`config.mk`:
```
export PLATFORM = sky130hd
export DESIGN_NAME = fsfl_flags
export DESIGN_NICKNAME = d
export VERILOG_FILES = /design/src/fsfl_pkg.sv /design/src/fsfl_flags.sv /design/src/fsfl_axil.sv
export VERILOG_INCLUDE_DIRS = /design/src
export SDC_FILE = /design/constraint.sdc
export NUM_CORES = 1
export LEC_CHECK = 0
export ABC_AREA = 1
export BUFFER_PORTS_ARGS = -buffer_cell sky130_fd_sc_hd__buf_4
export CAP_MARGIN = 25
export CORE_MARGIN = 2
export CORE_UTILIZATION = 55
export DETAILED_ROUTE_END_ITERATION = 10
export GPL_TIMING_DRIVEN = 0
export PLACE_DENSITY = 0.73
export SETUP_SLACK_MARGIN = 0.15
export SYNTH_ARGS = -nofsm -noshare
export SYNTH_HDL_FRONTEND = slang
export SYNTH_HIERARCHICAL = 1
export SYNTH_SLANG_ARGS = --single-unit
```
`constraint.sdc`:
```
create_clock -name I_CLOCK -period 7.9 [get_ports I_CLOCK]
set_input_delay 1.185 -clock I_CLOCK [delete_from_list [all_inputs] [get_ports I_CLOCK]]
set_output_delay 1.185 -clock I_CLOCK [all_outputs]
set_load 0.01 [all_outputs]
```
`src/fsfl_consts.svh`:
```
// Constants for the FIFO status flag block: depth, register map, bus answers, presets.
// Assumes inclusion by the package and by every design file that needs a number.
`ifndef FSFL_CONSTS_SVH
`define FSFL_CONSTS_SVH

// Memory depth in words
`define FSFL_DEPTH 524288

// Register bus widths
`define FSFL_ADDR_W 8
`define FSFL_DATA_W 32
`define FSFL_STRB_W 4

// Register byte addresses
`define FSFL_ADDR_STATUS 8'h00
`define FSFL_ADDR_COUNT 8'h04
`define FSFL_ADDR_EOFS0 8'h08
`define FSFL_ADDR_EOFS1 8'h0c
`define FSFL_ADDR_FOFS0 8'h10
`define FSFL_ADDR_FOFS1 8'h14

// Bus response codes
`define FSFL_RESP_OKAY 2'h0
`define FSFL_RESP_SLVERR 2'h2

// Default offset presets, selected at master reset (values arbitrary)
`define FSFL_PRESET_0 32'h00000007
`define FSFL_PRESET_1 32'h0000001f
`define FSFL_PRESET_2 32'h0000003f
`define FSFL_PRESET_3 32'h0000007f
`define FSFL_PRESET_4 32'h000000ff
`define FSFL_PRESET_5 32'h000001ff
`define FSFL_PRESET_6 32'h000003ff
`define FSFL_PRESET_7 32'h00000003

`endif

```
`src/fsfl_pkg.sv`:
```
// Types shared by the FIFO status flag block and its register bus slave.
// Assumes fsfl_consts.svh is on the include path.
`include "fsfl_consts.svh"

package fsfl_pkg;

  // Bus requests from the master
  typedef struct packed {
    logic awvalid;
    logic [`FSFL_ADDR_W-1:0] awaddr;
    logic wvalid;
    logic [`FSFL_DATA_W-1:0] wdata;
    logic [`FSFL_STRB_W-1:0] wstrb;
    logic bready;
    logic arvalid;
    logic [`FSFL_ADDR_W-1:0] araddr;
    logic rready;
  } fsfl_axi_req_type;

  // Bus answers from the slave
  typedef struct packed {
    logic awready;
    logic wready;
    logic bvalid;
    logic [1:0] bresp;
    logic arready;
    logic rvalid;
    logic [`FSFL_DATA_W-1:0] rdata;
    logic [1:0] rresp;
  } fsfl_axi_rsp_type;

  // One register write, passed from the slave to the register file
  typedef struct packed {
    logic en;
    logic [`FSFL_ADDR_W-1:0] addr;
    logic [`FSFL_DATA_W-1:0] data;
    logic [`FSFL_STRB_W-1:0] strb;
  } fsfl_regwr_type;

  // Configuration caught at master reset
  typedef struct packed {
    logic fall_through_mode;
    logic sync_timing;
  } fsfl_cfg_type;

  // Flag levels of one die, all active low
  typedef struct packed {
    logic full_flag_n;
    logic empty_flag_n;
    logic almost_full_flag_n;
    logic almost_empty_flag_n;
  } fsfl_flags_type;

  // Write channel state of the bus slave
  typedef enum logic [0:0] {
    WST_COLLECT = 1'b0,
    WST_RESP = 1'b1
  } fsfl_wst_type;

endpackage : fsfl_pkg

```
`src/fsfl_flags.sv`:
```
// Status flag logic of a deep FIFO seen as two dies: full/input-ready, empty/output-ready,
// almost-full and almost-empty, in standard and fall-through modes, with a register bus.
// Assumes write and read ports share I_CLOCK and all inputs are synchronous to it.
// Contract
// - Standard: full flag low when full, blocks writes
// - Full after depth writes without reads
// - Fall-through: input-ready low while space exists
// - Input-ready counts output register word too
// - Full/input-ready through two register stages
// - Retransmit: write pointer compared with mark
// - Standard: empty flag low when no words
// - Output-ready falls when first word reaches outputs
// - Output-ready rises only on true read
// - Empty two stages, output-ready three stages
// - Standard almost-full after depth minus m writes
// - Fall-through almost-full one write later
// - Almost-full timing: asynchronous or synchronous
// - Standard almost-empty at count at most n
// - Fall-through almost-empty at most n plus one
// - Almost-empty timing: asynchronous or synchronous
// - Master reset straps select offset preset
// - Timing select strap caught at master reset
// - Reads ignored while memory empty
//
// Our own choices: the register addresses and the AXI4-Lite interface to the registers.
`timescale 1ns/1ps
`include "fsfl_consts.svh"

module fsfl_flags #(
  parameter int DEPTH = `FSFL_DEPTH,
  parameter int PTR_W = $clog2(DEPTH) + 1
) (
  input wire logic I_CLOCK,
  input wire logic I_SYS_RST,
  input wire fsfl_pkg::fsfl_axi_req_type I_AXI_REQ,
  output fsfl_pkg::fsfl_axi_rsp_type O_AXI_RSP,
  input wire logic I_MASTER_RESET_N,
  input wire logic I_PARTIAL_RESET_N,
  input wire logic I_FALL_THROUGH_MODE,
  input wire logic I_FLAG_TIMING_SELECT,
  input wire logic I_OFFSET_LOAD_N,
  input wire logic I_DEFAULT_OFFSET_SEL0,
  input wire logic I_DEFAULT_OFFSET_SEL1,
  input wire logic I_WRITE_EN_N,
  input wire logic I_READ_EN_N,
  input wire logic I_READ_SELECT_N,
  input wire logic I_RETRANSMIT_MODE,
  input wire logic I_MARK,
  output logic O_WRITE_TAKEN,
  output logic O_READ_TAKEN,
  output logic [1:0] O_FULL_FLAG_N,
  output logic [1:0] O_EMPTY_FLAG_N,
  output logic [1:0] O_ALMOST_FULL_FLAG_N,
  output logic [1:0] O_ALMOST_EMPTY_FLAG_N
);
  import fsfl_pkg::*;

  localparam logic [PTR_W-1:0] DEPTH_W = PTR_W'(DEPTH);
  localparam logic [PTR_W-1:0] ONE_W = PTR_W'(1);

  fsfl_regwr_type reg_wr;
  fsfl_cfg_type cfg_q;
  fsfl_flags_type flags [2];
  logic [`FSFL_ADDR_W-1:0] rd_addr;
  logic [`FSFL_DATA_W-1:0] rd_data;
  logic rd_hit;
  logic wr_hit;
  logic rst_ptr;
  logic [PTR_W-1:0] wr_ptr_q;
  logic [PTR_W-1:0] rd_ptr_q;
  logic [PTR_W-1:0] mark_q;
  logic [PTR_W-1:0] ref_ptr;
  logic [PTR_W-1:0] mem_cnt;
  logic [PTR_W-1:0] full_cnt;
  logic [PTR_W-1:0] occ_cnt;
  logic [PTR_W-1:0] cap;
  logic [PTR_W-1:0] eofs_q [2];
  logic [PTR_W-1:0] fofs_q [2];
  logic full_now;
  logic full_s1_q;
  logic full_s2_q;
  logic empty_s1_q;
  logic empty_s2_q;
  logic ne_s1_q;
  logic ne_s2_q;
  logic out_valid_q;
  logic port_open;
  logic write_taken;
  logic std_read;
  logic true_read;
  logic load_out;
  logic [1:0] af_cond;
  logic [1:0] ae_cond;
  logic [1:0] af_c_q;
  logic [1:0] ae_c_q;
  logic [1:0] af_q;
  logic [1:0] ae_q;

  // Words between two pointers, plus the output register word when counted
  function automatic logic [PTR_W-1:0] occ(input logic [PTR_W-1:0] a,
                                           input logic [PTR_W-1:0] b, input logic extra);
    occ = a - b + PTR_W'(extra);
  endfunction : occ

  // Byte lane merge of a register write
  function automatic logic [`FSFL_DATA_W-1:0] merge(input logic [`FSFL_DATA_W-1:0] old,
                                                    input fsfl_regwr_type wr);
    merge = old;
    for (int i = 0; i < `FSFL_STRB_W; i++)
      if (wr.strb[i])
        merge[8*i +: 8] = wr.data[8*i +: 8];
  endfunction : merge

  // Default offset for the strap code taken at master reset
  function automatic logic [PTR_W-1:0] preset(input logic [2:0] sel);
    case (sel)
      3'h0: preset = PTR_W'(`FSFL_PRESET_0);
      3'h1: preset = PTR_W'(`FSFL_PRESET_1);
      3'h2: preset = PTR_W'(`FSFL_PRESET_2);
      3'h3: preset = PTR_W'(`FSFL_PRESET_3);
      3'h4: preset = PTR_W'(`FSFL_PRESET_4);
      3'h5: preset = PTR_W'(`FSFL_PRESET_5);
      3'h6: preset = PTR_W'(`FSFL_PRESET_6);
      default: preset = PTR_W'(`FSFL_PRESET_7);
    endcase
  endfunction : preset

  // Register address decode
  function automatic logic is_mapped(input logic [`FSFL_ADDR_W-1:0] a);
    case (a)
      `FSFL_ADDR_STATUS, `FSFL_ADDR_COUNT, `FSFL_ADDR_EOFS0,
      `FSFL_ADDR_EOFS1, `FSFL_ADDR_FOFS0, `FSFL_ADDR_FOFS1: is_mapped = 1'b1;
      default: is_mapped = 1'b0;
    endcase
  endfunction : is_mapped

  // Bus slave
  fsfl_axil u_axil (
    .i_clock(I_CLOCK),
    .i_sys_rst(I_SYS_RST),
    .i_axi_req(I_AXI_REQ),
    .o_axi_rsp(O_AXI_RSP),
    .o_reg_wr(reg_wr),
    .o_rd_addr(rd_addr),
    .i_rd_data(rd_data),
    .i_rd_hit(rd_hit),
    .i_wr_hit(wr_hit)
  );

  // Pointer reset from any of the three resets
  assign rst_ptr = I_SYS_RST || !I_MASTER_RESET_N || !I_PARTIAL_RESET_N;

  // Mode straps caught while master reset is held
  always_ff @(posedge I_CLOCK)
  begin
    if (I_SYS_RST)
      cfg_q <= '0;
    else if (!I_MASTER_RESET_N)
      cfg_q <= '{fall_through_mode: I_FALL_THROUGH_MODE,
                 sync_timing: I_FLAG_TIMING_SELECT};
  end

  // Offset registers: preset at master reset, then written over the bus
  always_ff @(posedge I_CLOCK)
  begin
    if (I_SYS_RST)
    begin
      eofs_q <= '{preset(3'h0), preset(3'h0)};
      fofs_q <= '{preset(3'h0), preset(3'h0)};
    end
    else if (!I_MASTER_RESET_N)
    begin
      eofs_q <= '{2{preset({I_OFFSET_LOAD_N, I_DEFAULT_OFFSET_SEL1,
                            I_DEFAULT_OFFSET_SEL0})}};
      fofs_q <= '{2{preset({I_OFFSET_LOAD_N, I_DEFAULT_OFFSET_SEL1,
                            I_DEFAULT_OFFSET_SEL0})}};
    end
    else if (reg_wr.en)
    begin
      case (reg_wr.addr)
        `FSFL_ADDR_EOFS0: eofs_q[0] <= PTR_W'(merge(32'(eofs_q[0]), reg_wr));
        `FSFL_ADDR_EOFS1: eofs_q[1] <= PTR_W'(merge(32'(eofs_q[1]), reg_wr));
        `FSFL_ADDR_FOFS0: fofs_q[0] <= PTR_W'(merge(32'(fofs_q[0]), reg_wr));
        `FSFL_ADDR_FOFS1: fofs_q[1] <= PTR_W'(merge(32'(fofs_q[1]), reg_wr));
        default: ;
      endcase
    end
  end

  // Occupancy seen by each side
  assign ref_ptr = I_RETRANSMIT_MODE ? mark_q : rd_ptr_q;
  assign mem_cnt = occ(wr_ptr_q, rd_ptr_q, 1'b0);
  assign full_cnt = occ(wr_ptr_q, ref_ptr, cfg_q.fall_through_mode && out_valid_q);
  assign occ_cnt = occ(wr_ptr_q, rd_ptr_q, cfg_q.fall_through_mode && out_valid_q);
  assign cap = cfg_q.fall_through_mode ? DEPTH_W + ONE_W : DEPTH_W;
  assign full_now = (full_cnt >= cap);

  // Port access, blocked while offsets are being loaded
  assign port_open = I_OFFSET_LOAD_N && !rst_ptr;
  assign write_taken = port_open && !I_WRITE_EN_N && !full_now && !full_s2_q;
  assign std_read = port_open && !cfg_q.fall_through_mode && !I_READ_EN_N
                    && !I_READ_SELECT_N && !empty_s2_q && (mem_cnt != '0);
  assign true_read = port_open && cfg_q.fall_through_mode && out_valid_q
                     && !I_READ_EN_N && !I_READ_SELECT_N;
  assign load_out = port_open && cfg_q.fall_through_mode && ne_s2_q
                    && (mem_cnt != '0) && (!out_valid_q || true_read);
  assign O_WRITE_TAKEN = write_taken;
  assign O_READ_TAKEN = std_read || true_read;

  // Write and read pointers, and the retransmit mark
  always_ff @(posedge I_CLOCK)
  begin
    if (rst_ptr)
    begin
      wr_ptr_q <= '0;
      rd_ptr_q <= '0;
      mark_q <= '0;
    end
    else
    begin
      if (write_taken)
        wr_ptr_q <= wr_ptr_q + ONE_W;
      if (std_read || load_out)
        rd_ptr_q <= rd_ptr_q + ONE_W;
      if (I_MARK)
        mark_q <= rd_ptr_q;
    end
  end

  // Full / input-ready pipeline, two stages
  always_ff @(posedge I_CLOCK)
  begin
    if (rst_ptr)
    begin
      full_s1_q <= 1'b0;
      full_s2_q <= 1'b0;
    end
    else
    begin
      full_s1_q <= full_now;
      full_s2_q <= full_s1_q;
    end
  end

  // Empty pipeline, two stages; output-ready path, three stages
  always_ff @(posedge I_CLOCK)
  begin
    if (rst_ptr)
    begin
      empty_s1_q <= 1'b1;
      empty_s2_q <= 1'b1;
      ne_s1_q <= 1'b0;
      ne_s2_q <= 1'b0;
      out_valid_q <= 1'b0;
    end
    else
    begin
      empty_s1_q <= (mem_cnt == '0);
      empty_s2_q <= empty_s1_q;
      ne_s1_q <= (mem_cnt != '0);
      ne_s2_q <= ne_s1_q;
      if (load_out)
        out_valid_q <= 1'b1;
      else if (true_read)
        out_valid_q <= 1'b0;
    end
  end

  // Almost conditions per die, each die with its own offsets
  always_comb
  begin
    for (int d = 0; d < 2; d++)
    begin
      af_cond[d] = ({1'b0, full_cnt} + {1'b0, fofs_q[d]} >= {1'b0, cap});
      ae_cond[d] = cfg_q.fall_through_mode ? ({1'b0, occ_cnt} <= {1'b0, eofs_q[d]} + ONE_W)
                                           : (occ_cnt <= eofs_q[d]);
    end
  end

  // Almost flags: one stage when asynchronous, two when synchronous
  always_ff @(posedge I_CLOCK)
  begin
    if (rst_ptr)
    begin
      af_c_q <= '0;
      ae_c_q <= '1;
      af_q <= '0;
      ae_q <= '1;
    end
    else
    begin
      af_c_q <= af_cond;
      ae_c_q <= ae_cond;
      af_q <= cfg_q.sync_timing ? af_c_q : af_cond;
      ae_q <= cfg_q.sync_timing ? ae_c_q : ae_cond;
    end
  end

  // Pin levels of both dies
  always_comb
  begin
    for (int d = 0; d < 2; d++)
    begin
      flags[d].full_flag_n = cfg_q.fall_through_mode ? full_s2_q : !full_s2_q;
      flags[d].empty_flag_n = cfg_q.fall_through_mode ? !out_valid_q : !empty_s2_q;
      flags[d].almost_full_flag_n = !af_q[d];
      flags[d].almost_empty_flag_n = !ae_q[d];
      O_FULL_FLAG_N[d] = flags[d].full_flag_n;
      O_EMPTY_FLAG_N[d] = flags[d].empty_flag_n;
      O_ALMOST_FULL_FLAG_N[d] = flags[d].almost_full_flag_n;
      O_ALMOST_EMPTY_FLAG_N[d] = flags[d].almost_empty_flag_n;
    end
  end

  // Register read decode
  assign rd_hit = is_mapped(rd_addr);
  assign wr_hit = is_mapped(reg_wr.addr);
  always_comb
  begin
    case (rd_addr)
      `FSFL_ADDR_STATUS: rd_data = 32'({flags[1], flags[0], cfg_q});
      `FSFL_ADDR_COUNT: rd_data = 32'(occ_cnt);
      `FSFL_ADDR_EOFS0: rd_data = 32'(eofs_q[0]);
      `FSFL_ADDR_EOFS1: rd_data = 32'(eofs_q[1]);
      `FSFL_ADDR_FOFS0: rd_data = 32'(fofs_q[0]);
      `FSFL_ADDR_FOFS1: rd_data = 32'(fofs_q[1]);
      default: rd_data = '0;
    endcase
  end
endmodule : fsfl_flags

```
`src/fsfl_axil.sv`:
```
// AXI4-Lite slave for the FIFO status flag block.
// Assumes a master that holds valid and payload until ready; one write, one read at a time.
`timescale 1ns/1ps
`include "fsfl_consts.svh"

module fsfl_axil (
  input wire logic i_clock,
  input wire logic i_sys_rst,
  input wire fsfl_pkg::fsfl_axi_req_type i_axi_req,
  output fsfl_pkg::fsfl_axi_rsp_type o_axi_rsp,
  output fsfl_pkg::fsfl_regwr_type o_reg_wr,
  output logic [`FSFL_ADDR_W-1:0] o_rd_addr,
  input wire logic [`FSFL_DATA_W-1:0] i_rd_data,
  input wire logic i_rd_hit,
  input wire logic i_wr_hit
);
  import fsfl_pkg::*;

  fsfl_wst_type wst_q;
  logic aw_q;
  logic w_q;
  logic [`FSFL_ADDR_W-1:0] awaddr_q;
  logic [`FSFL_DATA_W-1:0] wdata_q;
  logic [`FSFL_STRB_W-1:0] wstrb_q;
  logic [1:0] bresp_q;
  logic rvalid_q;
  logic [`FSFL_DATA_W-1:0] rdata_q;
  logic [1:0] rresp_q;
  logic aw_take;
  logic w_take;
  logic wr_fire;
  logic ar_take;

  // Channel handshakes
  assign aw_take = i_axi_req.awvalid && !aw_q && (wst_q == WST_COLLECT);
  assign w_take = i_axi_req.wvalid && !w_q && (wst_q == WST_COLLECT);
  assign wr_fire = aw_q && w_q && (wst_q == WST_COLLECT);
  assign ar_take = i_axi_req.arvalid && !rvalid_q;

  // Address and data captured in either order
  always_ff @(posedge i_clock)
  begin
    if (i_sys_rst)
    begin
      aw_q <= 1'b0;
      w_q <= 1'b0;
      awaddr_q <= '0;
      wdata_q <= '0;
      wstrb_q <= '0;
    end
    else
    begin
      if (aw_take)
      begin
        aw_q <= 1'b1;
        awaddr_q <= i_axi_req.awaddr;
      end
      else if (wr_fire)
        aw_q <= 1'b0;
      if (w_take)
      begin
        w_q <= 1'b1;
        wdata_q <= i_axi_req.wdata;
        wstrb_q <= i_axi_req.wstrb;
      end
      else if (wr_fire)
        w_q <= 1'b0;
    end
  end

  // Write response sequencing
  always_ff @(posedge i_clock)
  begin
    if (i_sys_rst)
    begin
      wst_q <= WST_COLLECT;
      bresp_q <= `FSFL_RESP_OKAY;
    end
    else
    begin
      case (wst_q)
        WST_COLLECT:
        begin
          if (wr_fire)
          begin
            wst_q <= WST_RESP;
            bresp_q <= i_wr_hit ? `FSFL_RESP_OKAY : `FSFL_RESP_SLVERR;
          end
        end
        WST_RESP:
        begin
          if (i_axi_req.bready)
            wst_q <= WST_COLLECT;
        end
        default: wst_q <= WST_COLLECT;
      endcase
    end
  end

  // Read channel: data registered at the address handshake
  always_ff @(posedge i_clock)
  begin
    if (i_sys_rst)
    begin
      rvalid_q <= 1'b0;
      rdata_q <= '0;
      rresp_q <= `FSFL_RESP_OKAY;
    end
    else if (ar_take)
    begin
      rvalid_q <= 1'b1;
      rdata_q <= i_rd_hit ? i_rd_data : '0;
      rresp_q <= i_rd_hit ? `FSFL_RESP_OKAY : `FSFL_RESP_SLVERR;
    end
    else if (rvalid_q && i_axi_req.rready)
      rvalid_q <= 1'b0;
  end

  // Outputs
  assign o_rd_addr = i_axi_req.araddr;
  assign o_reg_wr = '{en: wr_fire, addr: awaddr_q, data: wdata_q, strb: wstrb_q};
  assign o_axi_rsp = '{awready: !aw_q && (wst_q == WST_COLLECT),
                       wready: !w_q && (wst_q == WST_COLLECT),
                       bvalid: (wst_q == WST_RESP), bresp: bresp_q,
                       arready: !rvalid_q, rvalid: rvalid_q,
                       rdata: rdata_q, rresp: rresp_q};

endmodule : fsfl_axil

```
==> impl_metrics.env, run 1 <==
export IMPL_status="completed"
export IMPL_clockPowerShare=0.408
export IMPL_multiInputGateArea_sq_um=12900
export IMPL_ctsHoldBuffers=0
export IMPL_timing_critical_path_to_type="output port"
export IMPL_io_buffers=94
export IMPL_drc=0
export IMPL_critPathKind="input pin to output port"
export IMPL_worstSetupStartpointType="input pin"
export IMPL_min_period_ps=6340
export IMPL_cts_tree="done"
export IMPL_die_area_sq_um=37400
export IMPL_synth_area_sq_um=19700
export IMPL_hpwl_mm=54.0
export IMPL_die_w_um=193
export IMPL_holdWs_ps=418
export IMPL_place_gp_congestion=1.02
export IMPL_min_delay_path_class="register to register"
export IMPL_maxUsedRoutingLayer="met4"
export IMPL_antenna_cells=0
export IMPL_area_growth_pct=12.0
export IMPL_switching_share=0.321
export IMPL_combPwrFrac=0.229
export IMPL_overflow=0
export IMPL_clkTransAtPathRegs_ps=50
export IMPL_fillers=3395
export IMPL_wl_per_cell_um=17.5
export IMPL_fin_crit_sh=0.802
export IMPL_crit_family="simple AND/OR/NAND/NOR gates"
export IMPL_finalMaxSlewViolations=0
export IMPL_numCtsBuffers=27
export IMPL_p_leak_nw=11.3
export IMPL_setup_viol=0
export IMPL_rows=69
export IMPL_num_vias=21037
export IMPL_wl_met1_mm=28.3
export IMPL_avgSynthCellArea_sq_um=6.27
export IMPL_drive_above_1_share=0.0899
export IMPL_crit_slowest_cell="clkbuf_1"
export IMPL_clock_sinks=226
export IMPL_max_stage_delay_ps=400
export IMPL_clockBufferDepth=3
export IMPL_power_frac_seq=0.362
export IMPL_start_util=0.556
export IMPL_p_int_mw=2.40
export IMPL_grt_pass1_vias=19905
export IMPL_drtAntennaViolNets=0
export IMPL_core_area_sq_um=35500
export IMPL_rsz0062_at_grt="false"
export IMPL_critPathMaxFanout=10
export IMPL_antenna_found_initial=0
export IMPL_grt_max_degree=15
export IMPL_cts_resized=0
export IMPL_slew_headroom=0.300
export IMPL_fp_dieH_um=193
export IMPL_fin_util=0.623
export IMPL_layout_nets=3544
export IMPL_post_drt_via_cell_ratio=5.59
export IMPL_wl_met3_mm=5.07
export IMPL_syn_instance_count=3147
export IMPL_finalHoldViolCount=0
export IMPL_crit_required_ps=6710
export IMPL_netSwitchingPower_mw=1.14
export IMPL_first_pass_iters=6
export IMPL_power_density_nw_per_um2=160
export IMPL_tightest_slew_ps=1040
export IMPL_postCtsSetupBuffers=0
export IMPL_wirelength_mm=66.1
export IMPL_setup_ws_ps=1560
export IMPL_max_clock_freq_ghz=0.158
export IMPL_path_buf_inv=8
export IMPL_dp_slack_ps=1630
export IMPL_ff_latch_area_sq_um=4520
export IMPL_crit_top_cell="nand2_1"
export IMPL_fin_tns_setup_ps=0
export IMPL_drtIter0Drc=1626
export IMPL_irDropWorstVdd_mv=0.206
export IMPL_grt_first_pass_wirelength_mm=105
export IMPL_htree_levels=1
export IMPL_insertion_delay_ps=580
export IMPL_fin_skew_ps=31.7
export IMPL_io_pins=122
export IMPL_grt_usage=0.346
export IMPL_drv_cap=0
export IMPL_yosysWarnings=6
export IMPL_cts_root_buf="clkbuf_16"
export IMPL_crit_arrival_ps=5150
export IMPL_wl_met2_mm=29.4
## through the flow
stage | power, mW | std cells | area [sq um]
finish | 3.53 | 3765 | 22100
global route | 3.69 | 3765 | 22100
CTS | 3.53 | 3765 | 22100
detailed placement | 2.09 | 3715 | 21100
global placement | 2.08 | 3714 | 21000
floorplan | 1.84 | 3159 | 19800
## worst reg2reg max path, delay by kind of cell (launching register included)
kind | cells | cell delay [ps]
AOI/OAI and AO/OA | 2 | 830
xor gates and xnor gates | 1 | 350
adders and majority gates | 4 | 1270
buffers and inverters | 6 | 490
DFF | 1 | 500
and+or+nand+nor | 15 | 1560
## state kept, by name, summed over array words and instances, names as in the netlist, 3 cells and up
signal / cells
eofs_q: 40
u_axil/wdata_q: 20
u_axil/rdata_q: 32
wr_ptr_q: 20
u_axil/wstrb_q: 3
mark_q: 20
fofs_q: 40
rd_ptr_q: 20
u_axil/awaddr_q: 8
## final timing paths
path / startpoint / endpoint / slack [ps] / cells after the start
setup / recovery: I_RETRANSMIT_MODE / O_WRITE_TAKEN / 1560 / 26
hold / removal: ne_s1_q / ne_s2_q / 420 / 2
setup reg to reg: rd_ptr_q[0] / af_q[1] / 2800 / 28
hold reg to reg: ne_s1_q / ne_s2_q / 420 / 2
## power groups by stage
stage / clock (mW) / sequential (mW) / combinational, mW
finish: 1.44 / 1.28 / 0.811
CTS: 1.45 / 1.27 / 0.801
global route: 1.49 / 1.28 / 0.920
global placement: 0 / 1.30 / 0.780
floorplan: 0 / 1.27 / 0.575
detailed placement: 0 / 1.30 / 0.794
## cell usage in the layout, fill, tap and decap left out, types with 67 or more instances in the layout
| cell | n |
|---|---|
| nand2_1 | 885 |
| inv_1 | 457 |
| nor2_1 | 277 |
| dfxtp_1 | 226 |
| a21oi_1 | 213 |
| nand3_1 | 201 |
| ha_1 | 186 |
| o21ai_0 | 146 |
| buf_4 | 116 |
| xor2_1 | 67 |
## routing by layer
layer | vias to the layer above | global-route usage
met4 | 0 | 0.157
met1 | 9655 | 0.444
met2 | 767 | 0.571
met3 | 175 | 0.0549
li1 | 10440 | -
met5 | - | 0
## layout make-up
class	instances	share of cell area
flip-flops and latches	226	0.205
clock buffers	33	0.0339
plain buffers	110	0.0268
inverters	466	0.0792
well taps	461	0.0261
clock inverters	17	0.0131
repair buffers	95	0.0321
multi-input cells	2357	0.584
Power figures use the tool's default switching activity.
==> inputs of run 2 (changes only) <==
==> constraint.sdc (replaced) <==
create_clock -name I_CLOCK -period 6.3 [get_ports I_CLOCK]
set_input_delay 0.945 -clock I_CLOCK [delete_from_list [all_inputs] [get_ports I_CLOCK]]
set_output_delay 0.945 -clock I_CLOCK [all_outputs]
set_load 0.01 [all_outputs]
==> run 2 against run 1 <==
Net effect:
- critical path depth is the same
- register-to-register slack got worse by 1600 ps
- clock power rose by 26%
- design area is essentially flat
- count of clock-buffer cells in the layout unchanged
- routed wire length about the same
- final cell count did not move
==> impl_metrics.env, run 2 (synthesized netlist as in run 1, its figures left out) <==
export IMPL_core_area_sq_um=35500
export IMPL_antenna_cells=0
export IMPL_min_delay_path_class="register to register"
export IMPL_drtAntennaViolNets=0
export IMPL_wl_per_cell_um=17.5
export IMPL_layout_common_cells="885 x nand2_1, 457 x inv_1, 277 x nor2_1"
export IMPL_r2r_slack_ps=1210
export IMPL_fp_dieH_um=193
export IMPL_slew_headroom=0.308
export IMPL_worstSetupStartpointType="input pin"
export IMPL_setup_ws_ps=577
export IMPL_hold_end="ne_s2_q"
export IMPL_numCtsBuffers=27
export IMPL_start_util=0.556
export IMPL_grt_max_degree=15
export IMPL_area_growth_pct=12.0
export IMPL_cts_tree="done"
export IMPL_grt_pass1_vias=19905
export IMPL_layout_nets=3544
export IMPL_netSwitchingPower_mw=1.42
export IMPL_reg_top3="eofs_q: 40 flops, fofs_q: 40 flops, u_axil/rdata_q: 32 flops"
export IMPL_status="completed"
export IMPL_crit_arrival_ps=4780
export IMPL_rsz0062_at_grt="false"
export IMPL_num_vias=21055
export IMPL_tightest_slew_ps=1030
export IMPL_drc=0
export IMPL_fin_util=0.623
export IMPL_clockPowerShare=0.408
export IMPL_rows=69
export IMPL_reg2reg_to="af_q[1]"
export IMPL_p_leak_nw=11.3
export IMPL_critPathKind="input pin to output port"
export IMPL_layout_commonest_cell="nand2_1"
export IMPL_power_density_nw_per_um2=201
export IMPL_crit_required_ps=5350
export IMPL_io_pins=122
export IMPL_p_int_mw=3.01
export IMPL_place_gp_congestion=1.02
export IMPL_crit_top_cell="nand2_1"
export IMPL_clkTransAtPathRegs_ps=50
export IMPL_power_frac_seq=0.362
export IMPL_fin_skew_ps=31.5
export IMPL_fin_crit_sh=0.908
export IMPL_antenna_found_initial=0
export IMPL_reg2regPathDepth=28
export IMPL_timing_critical_path_to_type="output port"
export IMPL_dp_slack_ps=321
export IMPL_first_pass_iters=6
export IMPL_dp_cells=3715
export IMPL_drive_above_1_share=0.0902
export IMPL_die_area_sq_um=37400
export IMPL_drv_cap=0
export IMPL_combPwrFrac=0.229
export IMPL_finalHoldViolCount=0
export IMPL_io_buffers=94
export IMPL_max_stage_delay_ps=400
export IMPL_fin_cells=3765
export IMPL_post_drt_via_cell_ratio=5.59
export IMPL_grt_first_pass_wirelength_mm=105
export IMPL_crit_family="simple AND/OR/NAND/NOR gates"
export IMPL_finalMaxSlewViolations=0
export IMPL_htree_levels=1
export IMPL_setup_viol=0
export IMPL_fin_tns_setup_ps=0
export IMPL_insertion_delay_ps=580
export IMPL_clock_sinks=226
export IMPL_overflow=0
export IMPL_worstReg2RegStart="rd_ptr_q[0]"
export IMPL_die_w_um=193
export IMPL_irDropWorstVdd_mv=0.258
export IMPL_ctsHoldBuffers=0
export IMPL_cts_root_buf="clkbuf_16"
export IMPL_wirelength_mm=66.1
export IMPL_drtIter0Drc=1623
export IMPL_path_buf_inv=8
export IMPL_max_clock_freq_ghz=0.175
export IMPL_grt_usage=0.346
export IMPL_critPathMaxFanout=10
export IMPL_clockBufferDepth=3
export IMPL_hold_start="ne_s1_q"
export IMPL_min_period_ps=5720
export IMPL_hpwl_mm=54.0
export IMPL_worstHoldPathCells=2
export IMPL_switching_share=0.321
export IMPL_crit_slowest_cell="fa_1"
## run 2: cell count changes in the layout (fill, tap and decap cells not counted)
cell / change
clkbuf_2: +1
clkbuf_1: -1
## run 2: through the flow
stage               power, mW  hold slack (ps)  area, sq um
floorplan                2.31              393        19800
global placement         2.61              395        21000
detailed placement       2.62              399        21100
CTS                      4.42              414        22100
global route             4.63              427        22100
finish                   4.43              418        22100
## run 2: power groups by stage
| stage | sequential, mW | clock, mW | combinational (mW) |
|---|---|---|---|
| floorplan | 1.59 | 0 | 0.721 |
| finish | 1.61 | 1.81 | 1.02 |
| CTS | 1.60 | 1.82 | 1.00 |
| global placement | 1.63 | 0 | 0.978 |
| detailed placement | 1.63 | 0 | 0.995 |
| global route | 1.61 | 1.87 | 1.15 |
## run 2: cell type report
type / instances / area (sq um)
Clock buffer: 33 / 748
Fill cell: 3394 / 13400
Multi-Input combinational cell: 2357 / 12900
Inverter: 466 / 1750
Sequential cell: 226 / 4520
Buffer: 110 / 594
Clock inverter: 17 / 290
Timing Repair Buffer: 95 / 709
Tap cell: 461 / 577
## run 2: metal layers
metal	vias to the layer above	routed length, um	global-route usage
met5	-	0	0
met4	0	3230	0.157
met1	9658	28300	0.444
met3	178	5110	0.0549
met2	778	29400	0.571
li1	10441	-	-
## run 2: how the worst max path moves through the flow
stage | startpoint | endpoint | slack (ps) | cells past startpoint
floorplan | I_RETRANSMIT_MODE | af_q[1] | 1650 | 33
global placement | I_RETRANSMIT_MODE | af_q[1] | 330 | 31
detailed placement | I_RETRANSMIT_MODE | af_q[1] | 320 | 31
CTS | I_RETRANSMIT_MODE | O_WRITE_TAKEN | 470 | 26
global route | I_RETRANSMIT_MODE | O_WRITE_TAKEN | 260 | 26
finish | I_RETRANSMIT_MODE | O_WRITE_TAKEN | 580 | 26
## run 2: repair_timing
item,4_1_cts,5_1_grt
hold endpoints to repair,0,0
gates resized for setup,0,2
endpoints found under the setup margin,0,1
buffers inserted,0,0
## run 2: worst min-delay path: cells and delay by family (launching register included)
kind          cells  cell delay, ps
buf+inv           1              40
flops             1             290
simple gates      1              40
